$ cat src/rtl/_unused_placeholder_removed.sv
`timescale 1ns/1ns

$ cat src/rtl/atr_pkg.sv
// Purpose: Shared constants and carriers for the analog trigger block
// Assumes: 32-bit classic Wishbone, 8-bit trigger level codes
// Notes: Offsets are byte addresses of aligned words
package atr_pkg;
    // ------------------------------------------------------------
    // Register map
    // ------------------------------------------------------------
    localparam logic [7:0] OFF_TRIG = 8'h00;
    localparam logic [7:0] OFF_ROUTE = 8'h04;
    localparam logic [7:0] OFF_STAT = 8'h08;
    localparam logic [7:0] OFF_CALCMD = 8'h0C;
    localparam logic [7:0] OFF_CALREC = 8'h10;
    localparam int CALCMD_STORE = 4;
    localparam int CALCMD_LOAD = 5;
    // ------------------------------------------------------------
    // Trigger conditions and sources
    // ------------------------------------------------------------
    localparam logic [2:0] COND_BELOW = 3'h0;
    localparam logic [2:0] COND_ABOVE = 3'h1;
    localparam logic [2:0] COND_INSIDE = 3'h2;
    localparam logic [2:0] COND_HHYST = 3'h3;
    localparam logic [2:0] COND_LHYST = 3'h4;
    localparam logic SRC_PIN = 1'h0;
    localparam logic SRC_CONV = 1'h1;
    localparam logic [1:0] TSRC_INT = 2'h0;
    localparam logic [1:0] TSRC_AUX = 2'h1;
    localparam logic [1:0] TSRC_BUS = 2'h2;
    // ------------------------------------------------------------
    // Level scale of the pin source: offset binary
    // ------------------------------------------------------------
    localparam int PIN_RANGE_MV = 10000;
    localparam int PIN_STEP_MV = 78;
    localparam logic [7:0] CODE_MINUS_FULL = 8'h00;
    localparam logic [7:0] CODE_ZERO = 8'h80;
    localparam logic [7:0] CODE_TOP = 8'hFF;
    localparam int CONV_STEPS = 256;
    // ------------------------------------------------------------
    // Sizes and reset values
    // ------------------------------------------------------------
    localparam int NUM_TIMING = 7;
    localparam int NUM_BANKS = 4;
    localparam logic [31:0] TRIG_RESET = 32'h0000_0000;
    localparam logic [31:0] ROUTE_RESET = 32'h0000_0000;
    // ------------------------------------------------------------
    // Carriers
    // ------------------------------------------------------------
    typedef struct packed {
        logic [7:0] high;
        logic [7:0] low;
        logic [2:0] cond;
        logic srcSel;
    } atr_trig_cfg_t;
    typedef struct packed {
        logic [6:0] master;
        logic [13:0] srcSel;
    } atr_route_cfg_t;
    typedef struct packed {
        logic [15:0] date;
        logic [7:0] temp;
        logic [7:0] trim;
    } atr_cal_rec_t;
endpackage : atr_pkg

$ cat src/rtl/atr_trigger_routing.sv
// Purpose: Analog trigger detector, timing routing and calibration banks
// Assumes: Trigger levels arrive already digitised, synchronous to clk
// Notes: One detector serves both input and output conversion
//
// Chosen here: the register offsets and register access over Wishbone.
`timescale 1ns/1ns
module atr_trigger_routing #(
    parameter logic [31:0] FACTORY_CAL = 32'h0000_0080 // Arbitrary value
) (
    input wire logic clk,
    input wire logic reset,
    input wire logic wb_cyc_i,
    input wire logic wb_stb_i,
    input wire logic wb_we_i,
    input wire logic [7:0] wb_adr_i,
    input wire logic [3:0] wb_sel_i,
    input wire logic [31:0] wb_dat_i,
    output logic [31:0] wb_dat_o,
    output logic wb_ack_o,
    input wire logic sampleStrobe,
    input wire logic [7:0] pinLevel,
    input wire logic [7:0] convLevel,
    output logic analogTrigger,
    input wire logic [6:0] internalTiming,
    input wire logic [6:0] auxFunctionIn,
    input wire logic [6:0] syncBusIn,
    output logic [6:0] syncBusOut,
    output logic [6:0] syncBusOe,
    output logic [6:0] timingOut,
    output logic [7:0] trimCode
);
    // ------------------------------------------------------------
    // Register state
    // ------------------------------------------------------------
    atr_pkg::atr_trig_cfg_t trigCfg, next_trigCfg;
    atr_pkg::atr_route_cfg_t routeCfg, next_routeCfg;
    atr_pkg::atr_cal_rec_t calStage, next_calStage;
    atr_pkg::atr_cal_rec_t calActive, next_calActive;
    logic [1:0] calBank, next_calBank;
    logic [31:0] next_wb_dat_o;
    logic next_wb_ack_o;
    logic [31:0] userBank [1:3];
    logic bankWrite;
    logic access;
    logic wrAccess;
    logic [7:0] detLevel;
    logic hystState, next_hystState;

    function automatic logic [31:0] mergeBytes(input logic [31:0] old,
                                                input logic [31:0] wr,
                                                input logic [3:0] sel);
        logic [31:0] res;
        res = old;
        for (int b = 0; b < 4; b++) begin
            if (sel[b]) begin
                res[b*8 +: 8] = wr[b*8 +: 8];
            end
        end
        return res;
    endfunction : mergeBytes

    assign access = wb_cyc_i && wb_stb_i && !wb_ack_o;
    assign wrAccess = access && wb_we_i;

    // ------------------------------------------------------------
    // Wishbone slave: one wait state, unmapped reads return zero
    // ------------------------------------------------------------
    always_comb begin
        next_trigCfg = trigCfg;
        next_routeCfg = routeCfg;
        next_calStage = calStage;
        next_calActive = calActive;
        next_calBank = calBank;
        next_wb_ack_o = access;
        next_wb_dat_o = 32'h0000_0000;
        bankWrite = 1'b0;
        if (wrAccess) begin
            case (wb_adr_i)
                atr_pkg::OFF_TRIG: begin
                    next_trigCfg = atr_pkg::atr_trig_cfg_t'(
                        20'(mergeBytes(32'(trigCfg), wb_dat_i, wb_sel_i)));
                end
                atr_pkg::OFF_ROUTE: begin
                    next_routeCfg = atr_pkg::atr_route_cfg_t'(
                        21'(mergeBytes(32'(routeCfg), wb_dat_i, wb_sel_i)));
                end
                atr_pkg::OFF_CALREC: begin
                    next_calStage = mergeBytes(calStage, wb_dat_i, wb_sel_i);
                end
                atr_pkg::OFF_CALCMD: begin
                    if (wb_sel_i[0]) begin
                        next_calBank = wb_dat_i[1:0];
                        // Factory bank is read-only
                        bankWrite = wb_dat_i[atr_pkg::CALCMD_STORE]
                            && (wb_dat_i[1:0] != 2'h0);
                        if (wb_dat_i[atr_pkg::CALCMD_LOAD]) begin
                            next_calActive = (wb_dat_i[1:0] == 2'h0) ? FACTORY_CAL
                                : userBank[wb_dat_i[1:0]];
                        end
                    end
                end
                default: begin
                end
            endcase
        end else if (access) begin
            case (wb_adr_i)
                atr_pkg::OFF_TRIG: next_wb_dat_o = 32'(trigCfg);
                atr_pkg::OFF_ROUTE: next_wb_dat_o = 32'(routeCfg);
                atr_pkg::OFF_STAT: next_wb_dat_o = {15'h0000, timingOut,
                    analogTrigger, hystState, detLevel};
                atr_pkg::OFF_CALCMD: next_wb_dat_o = {30'h0000_0000, calBank};
                atr_pkg::OFF_CALREC: next_wb_dat_o = calStage;
                default: next_wb_dat_o = 32'h0000_0000;
            endcase
        end
    end

    always_ff @(posedge clk) begin
        if (reset) begin
            trigCfg <= atr_pkg::atr_trig_cfg_t'(atr_pkg::TRIG_RESET[19:0]);
            routeCfg <= atr_pkg::atr_route_cfg_t'(atr_pkg::ROUTE_RESET[20:0]);
            calStage <= 32'h0000_0000;
            calActive <= FACTORY_CAL;
            calBank <= 2'h0;
            wb_ack_o <= 1'b0;
            wb_dat_o <= 32'h0000_0000;
        end else begin
            trigCfg <= next_trigCfg;
            routeCfg <= next_routeCfg;
            calStage <= next_calStage;
            calActive <= next_calActive;
            calBank <= next_calBank;
            wb_ack_o <= next_wb_ack_o;
            wb_dat_o <= next_wb_dat_o;
        end
    end

    // Storage keeps its content through reset, as nonvolatile memory would
    always_ff @(posedge clk) begin
        if (bankWrite) begin
            userBank[wb_dat_i[1:0]] <= calStage;
        end
    end

    assign trimCode = calActive.trim;

    // ------------------------------------------------------------
    // Analog trigger detector
    // ------------------------------------------------------------
    // Codes of either source compare directly; scale is set upstream
    logic next_analogTrigger;
    logic aboveHigh;
    logic belowLow;

    assign detLevel = (trigCfg.srcSel == atr_pkg::SRC_CONV) ? convLevel
        : pinLevel;
    assign aboveHigh = detLevel > trigCfg.high;
    assign belowLow = detLevel < trigCfg.low;

    always_comb begin
        next_hystState = hystState;
        next_analogTrigger = analogTrigger;
        if (sampleStrobe) begin
            case (trigCfg.cond)
                atr_pkg::COND_BELOW: next_analogTrigger = belowLow;
                atr_pkg::COND_ABOVE: next_analogTrigger = aboveHigh;
                atr_pkg::COND_INSIDE: begin
                    next_analogTrigger = (detLevel > trigCfg.low)
                        && (detLevel < trigCfg.high);
                end
                atr_pkg::COND_HHYST: begin
                    if (aboveHigh) begin
                        next_hystState = 1'b1;
                    end else if (belowLow) begin
                        next_hystState = 1'b0;
                    end
                    next_analogTrigger = next_hystState;
                end
                atr_pkg::COND_LHYST: begin
                    if (belowLow) begin
                        next_hystState = 1'b1;
                    end else if (aboveHigh) begin
                        next_hystState = 1'b0;
                    end
                    next_analogTrigger = next_hystState;
                end
                default: next_analogTrigger = 1'b0;
            endcase
        end
    end

    always_ff @(posedge clk) begin
        if (reset) begin
            hystState <= 1'b0;
            analogTrigger <= 1'b0;
        end else begin
            hystState <= next_hystState;
            analogTrigger <= next_analogTrigger;
        end
    end

    // ------------------------------------------------------------
    // Timing signal routing
    // ------------------------------------------------------------
    logic [6:0] next_timingOut;
    logic [6:0] next_syncBusOut;
    logic [6:0] next_syncBusOe;

    for (genvar i = 0; i < atr_pkg::NUM_TIMING; i++) begin : g_route
        logic [1:0] sel;
        logic localSrc;
        assign sel = routeCfg.srcSel[i*2 +: 2];
        // A master never listens to the bus it drives itself
        assign localSrc = (sel == atr_pkg::TSRC_AUX) ? auxFunctionIn[i]
            : internalTiming[i];
        always_comb begin
            case (sel)
                atr_pkg::TSRC_BUS: begin
                    next_timingOut[i] = routeCfg.master[i] ? internalTiming[i]
                        : syncBusIn[i];
                end
                atr_pkg::TSRC_AUX: next_timingOut[i] = auxFunctionIn[i];
                default: next_timingOut[i] = internalTiming[i];
            endcase
            next_syncBusOut[i] = localSrc;
            next_syncBusOe[i] = routeCfg.master[i];
        end
    end

    always_ff @(posedge clk) begin
        if (reset) begin
            timingOut <= 7'h00;
            syncBusOut <= 7'h00;
            syncBusOe <= 7'h00;
        end else begin
            timingOut <= next_timingOut;
            syncBusOut <= next_syncBusOut;
            syncBusOe <= next_syncBusOe;
        end
    end
endmodule : atr_trigger_routing

$ cat config.mk
export PLATFORM = sky130hd
export DESIGN_NAME = atr_trigger_routing
export DESIGN_NICKNAME = d
export VERILOG_FILES = /design/src/rtl/_unused_placeholder_removed.sv /design/src/rtl/atr_pkg.sv /design/src/rtl/atr_trigger_routing.sv
export SDC_FILE = /design/constraint.sdc
export NUM_CORES = 1
export LEC_CHECK = 0
export BUFFER_PORTS_ARGS = -buffer_cell sky130_fd_sc_hd__buf_2
export CORE_AREA = 2 2 127 129
export CTS_BUF_LIST = sky130_fd_sc_hd__clkbuf_8
export CTS_CLUSTER_DIAMETER = 200
export DETAILED_ROUTE_END_ITERATION = 10
export DIE_AREA = 0 0 129 131
export PLACE_DENSITY = 0.71
export REMOVE_ABC_BUFFERS = 1
export SLEW_MARGIN = 20
export SYNTH_ARGS = -nofsm -noshare
export SYNTH_HDL_FRONTEND = slang
export SYNTH_SLANG_ARGS = --single-unit
$ cat constraint.sdc
create_clock -name clk -period 2.8 [get_ports clk]
set_input_delay 0.28 -clock clk [delete_from_list [all_inputs] [get_ports clk]]
set_output_delay 0.28 -clock clk [all_outputs]
set_load 0.01 [all_outputs]
==> results of run 1 <==
flip-flops by register name, summed over array words and instances, names as in the netlist:
name	flops
calStage	32
wb_dat_o	32
userBank	24
trigCfg	20
g_route.sel	14
trimCode	8
next_syncBusOe	7
syncBusOe	7
syncBusOut	7
timingOut	7
calBank	2
analogTrigger	1
hystState	1
wb_ack_o	1
repair_timing:
item,4_1_cts,5_1_grt
endpoints found under the setup margin,0,1
resized for setup,0,2
hold buffers,0,0
cells in the final DEF (no fill, tap or decap), types with 2 or more instances in the layout:
cell type / count
sky130_fd_sc_hd__nor3_1: 2
sky130_fd_sc_hd__o21ai_0: 10
sky130_fd_sc_hd__clkbuf_8: 19
sky130_fd_sc_hd__edfxtp_1: 24
sky130_fd_sc_hd__nor2_1: 97
sky130_fd_sc_hd__bufinv_16: 2
sky130_fd_sc_hd__clkinvlp_4: 2
sky130_fd_sc_hd__and2_1: 2
sky130_fd_sc_hd__nand3b_1: 8
sky130_fd_sc_hd__buf_4: 19
sky130_fd_sc_hd__a211oi_2: 2
sky130_fd_sc_hd__nor2_4: 5
sky130_fd_sc_hd__clkinv_2: 3
sky130_fd_sc_hd__dfxtp_1: 138
sky130_fd_sc_hd__nand3_1: 2
sky130_fd_sc_hd__diode_2: 2
sky130_fd_sc_hd__a21oi_1: 49
sky130_fd_sc_hd__nor2_2: 2
sky130_fd_sc_hd__a222oi_1: 20
sky130_fd_sc_hd__a22oi_1: 10
sky130_fd_sc_hd__nand2_1: 44
sky130_fd_sc_hd__a21o_1: 8
sky130_fd_sc_hd__inv_1: 36
sky130_fd_sc_hd__mux2_2: 14
sky130_fd_sc_hd__a211oi_1: 5
sky130_fd_sc_hd__ha_1: 30
sky130_fd_sc_hd__buf_2: 148
sky130_fd_sc_hd__and3_1: 17
sky130_fd_sc_hd__nor2b_1: 10
sky130_fd_sc_hd__nand4_1: 3
sky130_fd_sc_hd__nand2b_1: 8
sky130_fd_sc_hd__mux2i_1: 73
metrics by stage:
| stage | instance area, um^2 | worst slack (ns) |
|---|---|---|
| after floorplan | 6710 | 0.176 |
| after global placement | 7860 | 0.186 |
| after detailed placement | 7860 | 0.0904 |
| after CTS | 8240 | 0.0707 |
| after global routing | 8250 | 0.113 |
| final | 8250 | 0.288 |
layout make-up:
class,count,area share
diodes,2,0.000607
clock buffers,19,0.0317
clock inverters,12,0.0141
inverters,33,0.0150
multi-input cells,442,0.374
flip-flops and latches,163,0.425
well taps,216,0.0328
repair buffers,167,0.107
routing by layer:
| layer | track usage | vias to the layer above | share of wire |
|---|---|---|---|
| li1 | - | 2673 | - |
| met4 | 0.0940 | 0 | 0.028 |
| met3 | 0.0460 | 30 | 0.051 |
| met5 | 0 | - | 0 |
| met1 | 0.265 | 2585 | 0.45 |
| met2 | 0.341 | 154 | 0.47 |
final timing paths:
path / slack, ns / endpoint / cells past startpoint / startpoint
max: 0.29 / analogTrigger / 8 / trigCfg[0]
min: 0.07 / timingOut[6] / 3 / internalTiming[6]
max reg2reg: 0.29 / analogTrigger / 8 / trigCfg[0]
min reg2reg: 0.47 / wb_dat_o[15] / 2 / timingOut[5]
logic make-up after synthesis:
group	Yosys count
buffers and inverters	64
adders and majority gates	30
AOI/OAI and AO/OA	116
and+or+nand+nor	209
muxes	87
DFF	163
critical path: cells and delay by family, from the launching register on:
family	cells	cell delay, ns
multiplexers	1	0.41
flip-flops	1	0.48
adder cells (fa/ha/maj)	1	0.30
AO/OA/AOI/OAI	4	0.78
AND/OR/NAND/NOR	2	0.46
power groups by stage:
stage / combinational, mW / sequential [mW] / clock, mW
2_1_floorplan: 0.0650 / 2.44 / 0
3_3_place_gp: 0.216 / 2.44 / 0
3_5_place_dp: 0.218 / 2.44 / 0
4_1_cts: 0.218 / 2.38 / 1.66
5_1_grt: 0.242 / 2.38 / 1.76
6_report: 0.219 / 2.38 / 1.63
==> impl_results.html, run 1 <==
<table>
<tr><th>Metric</th><th>Value</th></tr>
<tr><th colspan="2">Timing</th></tr>
<tr><td>F_max</td><td>approximately 400 MHz</td></tr>
<tr><td>Worst clock skew on the final layout</td><td>0.0127 ns</td></tr>
<tr><td>Worst slew margin relative to its limit</td><td>0.669</td></tr>
<tr><td>Fin. max-slew vios</td><td>0</td></tr>
<tr><td>Slew @ Worst Pin</td><td>slightly below 0.5 ns</td></tr>
<tr><td>Sum of negative setup slack</td><td>0 ns</td></tr>
<tr><td>Worst slack on hold paths</td><td>roughly 0.072 ns</td></tr>
<tr><td>Ratio of final minimum period to clock period</td><td>0.897</td></tr>
<tr><td>Setup violations, final</td><td>0</td></tr>
<tr><td>RSZ-0062 raised after global routing</td><td>no</td></tr>
<tr><td>Period minus WS final</td><td>about 2.5 ns</td></tr>
<tr><td>Final count of hold timing violations</td><td>0</td></tr>
<tr><th colspan="2">Synthesis</th></tr>
<tr><td>Xor and xnor fraction of the mapped netlist area</td><td>0</td></tr>
<tr><td>Leading register cell type out of synthesis</td><td>sky130_fd_sc_hd__dfxtp_1</td></tr>
<tr><td>Mapped cell area</td><td>0.00685 mm^2</td></tr>
<tr><td>Share of cell area taken by muxes after synthesis</td><td>0.130</td></tr>
<tr><td>Mean post-synth cell area</td><td>about 10 um^2</td></tr>
<tr><td>Post-synthesis sequential element count</td><td>~160</td></tr>
<tr><td>Cell types occupying the most area after synthesis</td><td>sky130_fd_sc_hd__dfxtp_1 41%, sky130_fd_sc_hd__mux2i_1 11%, sky130_fd_sc_hd__edfxtp_1 11%</td></tr>
<tr><td>Seq/Total Area, Yosys</td><td>0.511</td></tr>
<tr><td>Simple logic cell fraction of the synthesized area</td><td>0.150</td></tr>
<tr><td>Cell taking the most area after synthesis</td><td>sky130_fd_sc_hd__dfxtp_1</td></tr>
<tr><td>Most frequent cells after synthesis</td><td>139 x sky130_fd_sc_hd__dfxtp_1, 97 x sky130_fd_sc_hd__nor2_1, 73 x sky130_fd_sc_hd__mux2i_1, 50 x sky130_fd_sc_hd__a21oi_1, 44 x sky130_fd_sc_hd__nand2_1</td></tr>
<tr><td>Area fraction in compound gates after synthesis</td><td>0.115</td></tr>
<tr><td>Distinct cells, synth</td><td>50</td></tr>
<tr><td>Synthesized netlist cell count</td><td>about 670</td></tr>
<tr><td>Largest family of logic cells by synthesized area</td><td>simple AND/OR/NAND/NOR gates</td></tr>
<tr><td>Cell with the most instances after synthesis</td><td>sky130_fd_sc_hd__dfxtp_1</td></tr>
<tr><td>Number of enable-type register cells in the synthesized netlist</td><td>24</td></tr>
<tr><td>Area share of the largest cell type after synthesis</td><td>0.406</td></tr>
<tr><td>Yosys warning count</td><td>0</td></tr>
<tr><td>Adder-cell share of the synthesized area</td><td>0.0548</td></tr>
<tr><td>Share of synthesized flip-flops with an asynchronous set or reset</td><td>0</td></tr>
<tr><th colspan="2">Power</th></tr>
<tr><td>Comb power frac</td><td>0.052</td></tr>
<tr><td>Int Pwr</td><td>about 3.3 mW</td></tr>
<tr><td>Maximum resistive drop on vdd</td><td>~0.00028 V</td></tr>
<tr><td>Switching portion of total power</td><td>0.223</td></tr>
<tr><td>Pwr Density</td><td>~510 mW/mm^2</td></tr>
<tr><td>Net switching power</td><td>945 uW</td></tr>
<tr><td>Overall power of the completed layout</td><td>between 4 and 5 mW</td></tr>
<tr><td>Clock group share of total power</td><td>0.386</td></tr>
<tr><td>Sequential share of power</td><td>0.563</td></tr>
<tr><td>Reported leakage power</td><td>approximately 3.1 nW</td></tr>
<tr><th colspan="2">Clock network</th></tr>
<tr><td>Clock-pin slew on the worst setup and hold paths</td><td>about 0.08 ns</td></tr>
<tr><td>CTS Root Buffer Type</td><td>sky130_fd_sc_hd__clkbuf_8</td></tr>
<tr><td>Clock Sink Count</td><td>roughly 160</td></tr>
<tr><td>H-tree depth</td><td>4</td></tr>
<tr><td>Clock Latency Late Sink</td><td>roughly 0.45 ns</td></tr>
<tr><td>Number of buffers created by CTS</td><td>17</td></tr>
<tr><td>Clock Tree Buf Depth</td><td>2</td></tr>
<tr><td>Post-CTS Setup Bufs</td><td>0</td></tr>
<tr><td>Clock tree from TritonCTS</td><td>yes</td></tr>
<tr><th colspan="2">Finish</th></tr>
<tr><td>Multi-input logic area</td><td>about 0.003 mm^2</td></tr>
<tr><td>Count of non-filler cells in the finished layout</td><td>~1,100</td></tr>
<tr><td>Final-layout fill cell count</td><td>between 1,000 and 1,500</td></tr>
<tr><td>Area growth, synth to finish</td><td>20.4%</td></tr>
<tr><td>Utilization after layout</td><td>0.529</td></tr>
<tr><td>Sequential standard cell area</td><td>between 0.003 and 0.004 mm^2</td></tr>
<tr><td>Net total in the final layout</td><td>941</td></tr>
<tr><td>Share of cells above drive strength 1</td><td>0.268</td></tr>
<tr><th colspan="2">Placed design</th></tr>
<tr><td>IO buf count</td><td>about 150</td></tr>
<tr><td>Instance count after placement with tap cells included</td><td>between 1,000 and 1,500</td></tr>
<tr><td>Post-detailed-placement half-perimeter wirelength</td><td>12,600 um</td></tr>
<tr><td>Placer congestion estimate</td><td>0.841</td></tr>
<tr><th colspan="2">Routing</th></tr>
<tr><td>Routed length per placed instance</td><td>around 16 um</td></tr>
<tr><td>Number of vias after detailed routing</td><td>between 5,000 and 6,000</td></tr>
<tr><td>Router iterations before antenna repair</td><td>6</td></tr>
<tr><td>Detailed router's first-iteration violation count</td><td>between 400 and 500</td></tr>
<tr><td>Drt drc</td><td>0</td></tr>
<tr><td>Total Routed Length</td><td>17,000 um</td></tr>
<tr><td>Routed via count divided by cell count</td><td>between 5 and 6</td></tr>
<tr><td>Routed Antenna Nets</td><td>0</td></tr>
<tr><th colspan="2">Floorplanning</th></tr>
<tr><td>Ports</td><td>150</td></tr>
<tr><td>Placement Rows</td><td>46</td></tr>
<tr><td>Die Footprint</td><td>0.0169 mm^2</td></tr>
<tr><td>Die width</td><td>about 130 um</td></tr>
<tr><td>Starting density of the core</td><td>0.439</td></tr>
<tr><td>Placeable core area</td><td>about 0.016 mm^2</td></tr>
<tr><td>Vertical die dimension</td><td>around 130 um</td></tr>
<tr><th colspan="2">Critical path</th></tr>
<tr><td>Category of the worst setup path capture point</td><td>flop</td></tr>
<tr><td>Cell with the largest stage delay on the worst path</td><td>sky130_fd_sc_hd__dfxtp_2</td></tr>
<tr><td>Slowest Stage Delay on Critical Path</td><td>0.48 ns</td></tr>
<tr><td>Launching element type of the critical path</td><td>flop</td></tr>
<tr><td>Critical Path AT</td><td>roughly 2.9 ns</td></tr>
<tr><td>Required time at the worst-slack endpoint</td><td>about 3.2 ns</td></tr>
<tr><td>Worst path cell trace</td><td>mux2_2, ha_1, nor2b_1, o211ai_1, a21oi_1, or3_1, o311a_1, o31ai_1</td></tr>
<tr><td>Maximum fanout along the worst path</td><td>10</td></tr>
<tr><td>Setup CP Type</td><td>reg2reg</td></tr>
<tr><th colspan="2">Run status</th></tr>
<tr><td>Run status</td><td>completed</td></tr>
<tr><th colspan="2">Run</th></tr>
<tr><td>Number of max-cap violations</td><td>0</td></tr>
<tr><th colspan="2">Global routing</th></tr>
<tr><td>Global-route usage over all layers</td><td>0.208</td></tr>
<tr><td>Maximum number of pins on one net before global-route repair</td><td>45</td></tr>
<tr><td>Gr ovfl total</td><td>0</td></tr>
<tr><td>Antenna violations before repair</td><td>2</td></tr>
<tr><td>Wire length of the first global-routing pass</td><td>approximately 27,000 um</td></tr>
<tr><td>Number of global-route vias before repair</td><td>roughly 5,200</td></tr>
<tr><th colspan="2">Hold path</th></tr>
<tr><td>Type of the most critical hold path</td><td>in2reg</td></tr>
</table>
Note: power is estimated with default switching activity, not from simulation.
==> run 2: changes to the inputs <==
- CORE_AREA: 2 2 127 129 -> 2 2 151 109
- DIE_AREA: 0 0 129 131 -> 0 0 153 111
==> impl_results.html, run 2 (synthesis results as in run 1) <==
<table>
<tr><th>Metric</th><th>Value</th></tr>
<tr><th colspan="2">Run status</th></tr>
<tr><td>Run status</td><td>completed</td></tr>
<tr><th colspan="2">Global routing</th></tr>
<tr><td>Maximum number of pins on one net before global-route repair</td><td>66 (+47%)</td></tr>
<tr><td>Number of global-route vias before repair</td><td>5,180 (-0.27%)</td></tr>
<tr><td>Antenna violations before repair</td><td>1 (-1)</td></tr>
<tr><td>Global-route usage over all layers</td><td>0.208 (about the same)</td></tr>
<tr><td>Met2 routing resource usage after global routing</td><td>0.300 (-0.0410)</td></tr>
<tr><td>Wire length of the first global-routing pass</td><td>27,500 um (+2.2%)</td></tr>
<tr><td>Gr ovfl total</td><td>0 (unchanged)</td></tr>
<tr><td>Met3 demand-to-capacity share in global routing</td><td>0.0496 (+0.00364)</td></tr>
<tr><td>GR peak layer</td><td>met1</td></tr>
<tr><td>Global-route met1 utilization</td><td>0.302 (+0.0371)</td></tr>
<tr><th colspan="2">Power</th></tr>
<tr><td>Overall power of the completed layout</td><td>4.39 mW (+3.6%)</td></tr>
<tr><td>Clock group share of total power</td><td>0.407 (+0.021)</td></tr>
<tr><td>Maximum resistive drop on vdd</td><td>0.000261 V (-5.9%)</td></tr>
<tr><td>Reported leakage power</td><td>3.17 nW (+0.95%)</td></tr>
<tr><td>Int Pwr</td><td>3.36 mW (+2.2%)</td></tr>
<tr><td>Net switching power</td><td>1.02 mW (+8.4%)</td></tr>
<tr><td>Sequential share of power</td><td>0.543 (-0.020)</td></tr>
<tr><td>Comb power frac</td><td>0.050 (-0.002)</td></tr>
<tr><td>Pwr Density</td><td>529 mW/mm^2 (+3.0%)</td></tr>
<tr><td>Switching portion of total power</td><td>0.234 (+0.0104)</td></tr>
<tr><th colspan="2">Finish</th></tr>
<tr><td>Sequential standard cell area</td><td>0.00350 mm^2 (unchanged)</td></tr>
<tr><td>Net total in the final layout</td><td>943 (+0.21%)</td></tr>
<tr><td>Count of non-filler cells in the finished layout</td><td>1,046 (-0.76%)</td></tr>
<tr><td>Final-layout fill cell count</td><td>1,427 (-1.5%)</td></tr>
<tr><td>Multi-input logic area</td><td>0.00308 mm^2 (-0.12%)</td></tr>
<tr><td>Share of cells above drive strength 1</td><td>0.271 (+0.00262)</td></tr>
<tr><td>Area growth, synth to finish</td><td>21.1%</td></tr>
<tr><td>Leading cell type in the layout, fill and taps excluded</td><td>sky130_fd_sc_hd__buf_2</td></tr>
<tr><td>Commonest cells after routing, fill and taps aside</td><td>148 x sky130_fd_sc_hd__buf_2, 138 x sky130_fd_sc_hd__dfxtp_1, 97 x sky130_fd_sc_hd__nor2_1</td></tr>
<tr><th colspan="2">Routing</th></tr>
<tr><td>Detailed router's first-iteration violation count</td><td>485 (+3.4%)</td></tr>
<tr><td>Total Routed Length</td><td>17,400 um (+2.2%)</td></tr>
<tr><td>Routed length per placed instance</td><td>16.6 um (+3.0%)</td></tr>
<tr><td>Drt drc</td><td>0 (unchanged)</td></tr>
<tr><td>Routed Antenna Nets</td><td>0 (unchanged)</td></tr>
<tr><td>Router iterations before antenna repair</td><td>8 (+2)</td></tr>
<tr><td>Routed via count divided by cell count</td><td>5.19 (+0.54%)</td></tr>
<tr><td>Number of vias after detailed routing</td><td>5,430 (-0.22%)</td></tr>
<tr><th colspan="2">Timing</th></tr>
<tr><td>F_max</td><td>395 MHz (-0.86%)</td></tr>
<tr><td>Setup violations, final</td><td>0 (unchanged)</td></tr>
<tr><td>Fin. max-slew vios</td><td>0 (unchanged)</td></tr>
<tr><td>Worst slew margin relative to its limit</td><td>0.510 (-0.160)</td></tr>
<tr><td>Final critical-path setup slack</td><td>0.267 ns (-0.0218 ns)</td></tr>
<tr><td>RSZ-0062 raised after global routing</td><td>no</td></tr>
<tr><td>Period minus WS final</td><td>2.53 ns (+0.0218 ns)</td></tr>
<tr><td>Slew @ Worst Pin</td><td>0.736 ns (+0.239 ns)</td></tr>
<tr><td>Sum of negative setup slack</td><td>0 ns (unchanged)</td></tr>
<tr><td>Ratio of final minimum period to clock period</td><td>0.905 (+0.00778)</td></tr>
<tr><td>Worst clock skew on the final layout</td><td>0.0109 ns (-0.00184 ns)</td></tr>
<tr><td>Final count of hold timing violations</td><td>0 (unchanged)</td></tr>
<tr><th colspan="2">Placed design</th></tr>
<tr><td>Post-place setup slack</td><td>0.177 ns (+0.0865 ns)</td></tr>
<tr><td>Placer congestion estimate</td><td>0.903 (+7.4%)</td></tr>
<tr><td>Instance count after placement with tap cells included</td><td>1,012 (-0.88%)</td></tr>
<tr><td>IO buf count</td><td>149 (unchanged)</td></tr>
<tr><td>Post-detailed-placement half-perimeter wirelength</td><td>12,800 um (+1.0%)</td></tr>
<tr><th colspan="2">Critical path</th></tr>
<tr><td>Setup CP Type</td><td>reg2reg</td></tr>
<tr><td>Category of the worst setup path capture point</td><td>flop</td></tr>
<tr><td>Critical Path AT</td><td>2.87 ns (about the same)</td></tr>
<tr><td>Required time at the worst-slack endpoint</td><td>3.14 ns (-0.02 ns)</td></tr>
<tr><td>Critical path's top delay family</td><td>compound AO/OA/AOI/OAI gates</td></tr>
<tr><td>Buf/Inv on CP</td><td>0 (unchanged)</td></tr>
<tr><td>Launching element type of the critical path</td><td>flop</td></tr>
<tr><td>Slowest Stage Delay on Critical Path</td><td>0.46 ns (-0.02 ns)</td></tr>
<tr><td>Maximum fanout along the worst path</td><td>10 (unchanged)</td></tr>
<tr><td>Worst path cell trace</td><td>mux2_2, ha_1, a21o_1, a221o_1, a21oi_1, o21ai_0, o2111ai_1, o31ai_1</td></tr>
<tr><td>Cell with the largest stage delay on the worst path</td><td>sky130_fd_sc_hd__dfxtp_2</td></tr>
<tr><th colspan="2">Floorplanning</th></tr>
<tr><td>Die width</td><td>153 um (+19%)</td></tr>
<tr><td>Placement Rows</td><td>39 (-15%)</td></tr>
<tr><td>Placeable core area</td><td>0.0158 mm^2 (+1.1%)</td></tr>
<tr><td>Starting density of the core</td><td>0.435 (-0.00457)</td></tr>
<tr><td>Vertical die dimension</td><td>111 um (-15%)</td></tr>
<tr><td>Ports</td><td>150 (unchanged)</td></tr>
<tr><td>Die Footprint</td><td>0.0170 mm^2 (+0.50%)</td></tr>
<tr><th colspan="2">Clock network</th></tr>
<tr><td>Clock Tree Buf Depth</td><td>2 (unchanged)</td></tr>
<tr><td>CTS Root Buffer Type</td><td>sky130_fd_sc_hd__clkbuf_8</td></tr>
<tr><td>Count of hold-fix buffers inserted at cts</td><td>0 (unchanged)</td></tr>
<tr><td>Number of cells upsized or downsized after cts</td><td>0 (unchanged)</td></tr>
<tr><td>Clock Sink Count</td><td>163 (unchanged)</td></tr>
<tr><td>Post-CTS Setup Bufs</td><td>0 (unchanged)</td></tr>
<tr><td>Clock Latency Late Sink</td><td>0.45 ns (about the same)</td></tr>
<tr><td>Clock tree from TritonCTS</td><td>yes</td></tr>
<tr><td>Number of buffers created by CTS</td><td>17 (unchanged)</td></tr>
<tr><td>H-tree depth</td><td>4 (unchanged)</td></tr>
<tr><td>Clock-pin slew on the worst setup and hold paths</td><td>0.09 ns (about the same)</td></tr>
<tr><th colspan="2">Run</th></tr>
<tr><td>Number of max-cap violations</td><td>0 (unchanged)</td></tr>
<tr><th colspan="2">Hold path</th></tr>
<tr><td>Type of the most critical hold path</td><td>in2reg</td></tr>
</table>
run 2: cell types whose count changed in the layout (fill, tap and decap cells not counted), sizes merged:
cell | previous run | this run
buf | 167 | 169
clkbuf | 19 | 21
inv | 37 | 36
clkinv | 4 | 6
clkinvlp | 2 | 0
run 2: cell type report:
class | count | share of cell area
Sequential cell | 163 | 0.422
Clock buffer | 21 | 0.0348
Antenna cell | 2 | 0.000603
Clock inverter | 11 | 0.0155
Timing Repair Buffer | 169 | 0.110
Inverter | 33 | 0.0149
Multi-Input combinational cell | 442 | 0.371
Tap cell | 205 | 0.0309
run 2: worst register-to-register path, cell delays in order (launching register included):
cell and delay (ns):
sky130_fd_sc_hd__dfxtp_2 0.46, sky130_fd_sc_hd__mux2_2 0.40, sky130_fd_sc_hd__ha_1 0.29, sky130_fd_sc_hd__a21o_1 0.18, sky130_fd_sc_hd__a221o_1 0.34, sky130_fd_sc_hd__a21oi_1 0.33, sky130_fd_sc_hd__o21ai_0 0.14, sky130_fd_sc_hd__o2111ai_1 0.19
sky130_fd_sc_hd__o31ai_1 0.10
run 2: power by group through the flow:
stage | Sequential, mW | Clock (mW) | Combinational (mW)
floorplan | 2.44 | 0 | 0.0650
global placement | 2.44 | 0 | 0.218
finish | 2.38 | 1.79 | 0.219
global route | 2.38 | 1.92 | 0.241
CTS | 2.38 | 1.83 | 0.220
detailed placement | 2.44 | 0 | 0.219
run 2: routing by layer:
layer  part of all wire  routed length (um)  vias to the layer above
li1                   -                   -                     2677
met5                  0                   0                        -
met3              0.075                1300                       28
met4              0.021                 370                        0
met1               0.48                8360                     2515
met2               0.42                7320                      210
run 2: per-stage QoR:
| stage | instance area [um^2] | utilization | hold slack, ns |
|---|---|---|---|
| after detailed placement | 7870 | 0.500 | 0.455 |
| after global placement | 7870 | 0.500 | 0.455 |
| after CTS | 8290 | 0.526 | 0.0292 |
| after floorplan | 6710 | - | 0.345 |
| after global routing | 8290 | 0.526 | 0.0457 |
| final | 8300 | 0.526 | 0.0640 |
run 2: path summary, 6_finish.rpt:
kind,depth (start not counted),from,to,slack [ns]
setup / recovery,8,trigCfg[0],analogTrigger,0.27
hold / removal,3,wb_dat_i[28],calStage[28],0.06
setup reg to reg,8,trigCfg[0],analogTrigger,0.27
hold reg to reg,2,timingOut[5],wb_dat_o[15],0.46
==> run 3: changes to the inputs <==
- GPL_TIMING_DRIVEN: default -> 0
- PLACE_DENSITY: 0.71 -> 0.68
==> impl_results.html, run 3 (synthesis results as in run 1) <==
<table>
<tr><th>Metric</th><th>Value</th></tr>
<tr><th colspan="2">Placed design</th></tr>
<tr><td>Placer congestion estimate</td><td>0.781 (-13%)</td></tr>
<tr><td>Placed cell area</td><td>0.00778 mm^2 (-1.2%)</td></tr>
<tr><td>Post-detailed-placement half-perimeter wirelength</td><td>12,300 um (-3.7%)</td></tr>
<tr><td>IO buf count</td><td>149 (unchanged)</td></tr>
<tr><th colspan="2">Clock network</th></tr>
<tr><td>Number of buffers created by CTS</td><td>17 (unchanged)</td></tr>
<tr><td>Clock Sink Count</td><td>163 (unchanged)</td></tr>
<tr><td>Post-CTS Setup Bufs</td><td>0 (unchanged)</td></tr>
<tr><td>Clock Tree Buf Depth</td><td>2 (unchanged)</td></tr>
<tr><td>CTS Root Buffer Type</td><td>sky130_fd_sc_hd__clkbuf_8</td></tr>
<tr><td>Clock Latency Late Sink</td><td>0.45 ns (about the same)</td></tr>
<tr><td>Number of cells upsized or downsized after cts</td><td>0 (unchanged)</td></tr>
<tr><td>H-tree depth</td><td>4 (unchanged)</td></tr>
<tr><td>Clock-pin slew on the worst setup and hold paths</td><td>0.09 ns (about the same)</td></tr>
<tr><td>Clock tree from TritonCTS</td><td>yes</td></tr>
<tr><td>Count of hold-fix buffers inserted at cts</td><td>0 (unchanged)</td></tr>
<tr><th colspan="2">Timing</th></tr>
<tr><td>Sum of negative setup slack</td><td>0 ns (unchanged)</td></tr>
<tr><td>Worst slew margin relative to its limit</td><td>0.322 (-0.188)</td></tr>
<tr><td>RSZ-0062 raised after global routing</td><td>no</td></tr>
<tr><td>Period minus WS final</td><td>2.62 ns (+0.0881 ns)</td></tr>
<tr><td>Final count of hold timing violations</td><td>0 (unchanged)</td></tr>
<tr><td>F_max</td><td>381 MHz (-3.4%)</td></tr>
<tr><td>Slew @ Worst Pin</td><td>1.02 ns (+0.281 ns)</td></tr>
<tr><td>Worst slack on hold paths</td><td>0.0617 ns (-0.00235 ns)</td></tr>
<tr><td>Ratio of final minimum period to clock period</td><td>0.936 (+0.0315)</td></tr>
<tr><td>Fin. max-slew vios</td><td>0 (unchanged)</td></tr>
<tr><td>Setup violations, final</td><td>0 (unchanged)</td></tr>
<tr><td>Worst clock skew on the final layout</td><td>0.00899 ns (-0.00187 ns)</td></tr>
<tr><th colspan="2">Power</th></tr>
<tr><td>Reported leakage power</td><td>3.07 nW (-3.2%)</td></tr>
<tr><td>Maximum resistive drop on vdd</td><td>0.000340 V (+30%)</td></tr>
<tr><td>Overall power of the completed layout</td><td>4.21 mW (-4.1%)</td></tr>
<tr><td>Pwr Density</td><td>516 mW/mm^2 (-2.3%)</td></tr>
<tr><th colspan="2">Global routing</th></tr>
<tr><td>Number of global-route vias before repair</td><td>5,000 (-3.5%)</td></tr>
<tr><td>Wire length of the first global-routing pass</td><td>27,300 um (-0.88%)</td></tr>
<tr><td>Global-route usage over all layers</td><td>0.204 (-0.00412)</td></tr>
<tr><td>Maximum number of pins on one net before global-route repair</td><td>59 (-11%)</td></tr>
<tr><td>Gr ovfl total</td><td>0 (unchanged)</td></tr>
<tr><td>Antenna violations before repair</td><td>1 (unchanged)</td></tr>
<tr><th colspan="2">Floorplanning</th></tr>
<tr><td>Ports</td><td>150 (unchanged)</td></tr>
<tr><td>Die Footprint</td><td>0.0170 mm^2 (unchanged)</td></tr>
<tr><td>Placement Rows</td><td>39 (unchanged)</td></tr>
<tr><td>Starting density of the core</td><td>0.435 (unchanged)</td></tr>
<tr><td>Die width</td><td>153 um (unchanged)</td></tr>
<tr><td>Placeable core area</td><td>0.0158 mm^2 (unchanged)</td></tr>
<tr><td>Vertical die dimension</td><td>111 um (unchanged)</td></tr>
<tr><th colspan="2">Critical path</th></tr>
<tr><td>Worst reg2reg path endpoint</td><td>analogTrigger</td></tr>
<tr><td>Required time at the worst-slack endpoint</td><td>3.14 ns (about the same)</td></tr>
<tr><td>R2R cell count</td><td>8 (unchanged)</td></tr>
<tr><td>R2R Path Start</td><td>trigCfg[0]</td></tr>
<tr><td>Slowest Stage Delay on Critical Path</td><td>0.47 ns (about the same)</td></tr>
<tr><td>Worst path cell trace</td><td>mux2_2, ha_1, a21o_1, a221o_1, a21oi_1, o21ai_0, o2111ai_1, o31ai_1</td></tr>
<tr><td>Category of the worst setup path capture point</td><td>flop</td></tr>
<tr><td>Reg2reg setup slack</td><td>0.18 ns (-0.09 ns)</td></tr>
<tr><td>Cell with the largest stage delay on the worst path</td><td>sky130_fd_sc_hd__dfxtp_2</td></tr>
<tr><td>Maximum fanout along the worst path</td><td>10 (unchanged)</td></tr>
<tr><td>Launching element type of the critical path</td><td>flop</td></tr>
<tr><td>Setup CP Type</td><td>reg2reg</td></tr>
<tr><td>Critical Path AT</td><td>2.97 ns (+0.10 ns)</td></tr>
<tr><th colspan="2">Routing</th></tr>
<tr><td>Number of vias after detailed routing</td><td>5,344 (-1.6%)</td></tr>
<tr><td>Routed via count divided by cell count</td><td>5.20 (+0.24%)</td></tr>
<tr><td>Detailed router's first-iteration violation count</td><td>445 (-8.2%)</td></tr>
<tr><td>Routed Antenna Nets</td><td>0 (unchanged)</td></tr>
<tr><td>Total Routed Length</td><td>17,100 um (-1.5%)</td></tr>
<tr><td>Drt drc</td><td>0 (unchanged)</td></tr>
<tr><td>Router iterations before antenna repair</td><td>8 (unchanged)</td></tr>
<tr><td>Routed length per placed instance</td><td>16.6 um (+0.32%)</td></tr>
<tr><th colspan="2">Run status</th></tr>
<tr><td>Run status</td><td>completed</td></tr>
<tr><th colspan="2">Finish</th></tr>
<tr><td>Utilization after layout</td><td>0.517 (-0.00953)</td></tr>
<tr><td>Sequential standard cell area</td><td>0.00350 mm^2 (unchanged)</td></tr>
<tr><td>Leading cell type in the layout, fill and taps excluded</td><td>sky130_fd_sc_hd__buf_2</td></tr>
<tr><td>Multi-input logic area</td><td>0.00309 mm^2 (+0.49%)</td></tr>
<tr><td>Cell area after layout</td><td>0.00815 mm^2 (-1.8%)</td></tr>
<tr><td>Area growth, synth to finish</td><td>18.9%</td></tr>
<tr><td>Share of cells above drive strength 1</td><td>0.261 (-0.00990)</td></tr>
<tr><td>Net total in the final layout</td><td>926 (-1.8%)</td></tr>
<tr><td>Final-layout fill cell count</td><td>1,450 (+1.6%)</td></tr>
<tr><td>Commonest cells after routing, fill and taps aside</td><td>148 x sky130_fd_sc_hd__buf_2, 138 x sky130_fd_sc_hd__dfxtp_1, 96 x sky130_fd_sc_hd__nor2_1</td></tr>
<tr><th colspan="2">Hold path</th></tr>
<tr><td>Endpoint, Worst Hold</td><td>timingOut[0]</td></tr>
<tr><td>Type of the most critical hold path</td><td>in2reg</td></tr>
<tr><td>Depth of the worst hold-timing path</td><td>3 (unchanged)</td></tr>
<tr><td>Launch point of the worst hold path</td><td>internalTiming[0]</td></tr>
<tr><th colspan="2">Run</th></tr>
<tr><td>Number of max-cap violations</td><td>0 (unchanged)</td></tr>
</table>
==> run 3: worst max path at each step <==
stage	slack, ns	startpoint	cells past startpoint	end
detailed placement	-0.08	wb_adr_i[7]	7	calStage[26]
CTS	0.05	trigCfg[0]	8	analogTrigger
floorplan	0.18	wb_adr_i[7]	5	wb_dat_o[0]
global route	0.03	trigCfg[0]	8	analogTrigger
global placement	-1.86	reset	4	wb_dat_o[2]
finish	0.18	trigCfg[0]	8	analogTrigger
==> run 3: metal layers <==
metal	up-vias	routed length, um	global-route usage
li1	2644	-	-
met1	2529	8500	0.302
met2	155	7210	0.297
met3	16	1200	0.0567
met4	0	180	0.0444
met5	-	0	0
==> run 3: report_power, final <==
part           total, mW  internal (mW)  switching, mW
sequential          2.38           2.38        0.00604
clock               1.61          0.758          0.847
combinational      0.219         0.0925          0.127
==> run 3: layout make-up <==
cell class / instances / share of cell area
clock buffer: 20 / 0.0338
tap: 205 / 0.0315
multi-input combinational: 442 / 0.380
clock inverter: 11 / 0.0109
sequential: 163 / 0.430
timing repair buffer: 152 / 0.0984
inverter: 33 / 0.0152
antenna: 1 / 0.000307
==> run 3: per-stage QoR <==
stage / cells / setup slack [ns]
finish: 1027 / 0.179
global route: 1026 / 0.0335
CTS: 1026 / 0.0504
detailed placement: 995 / -0.0817
global placement: 992 / -1.86
floorplan: 638 / 0.176
==> run 3: critical path, delay by kind of cell (launching register included) <==
family | cells | cell delay (ns)
AOI/OAI and AO/OA | 6 | 1.32
adders and majority gates | 1 | 0.30
DFF | 1 | 0.47
muxes | 1 | 0.42
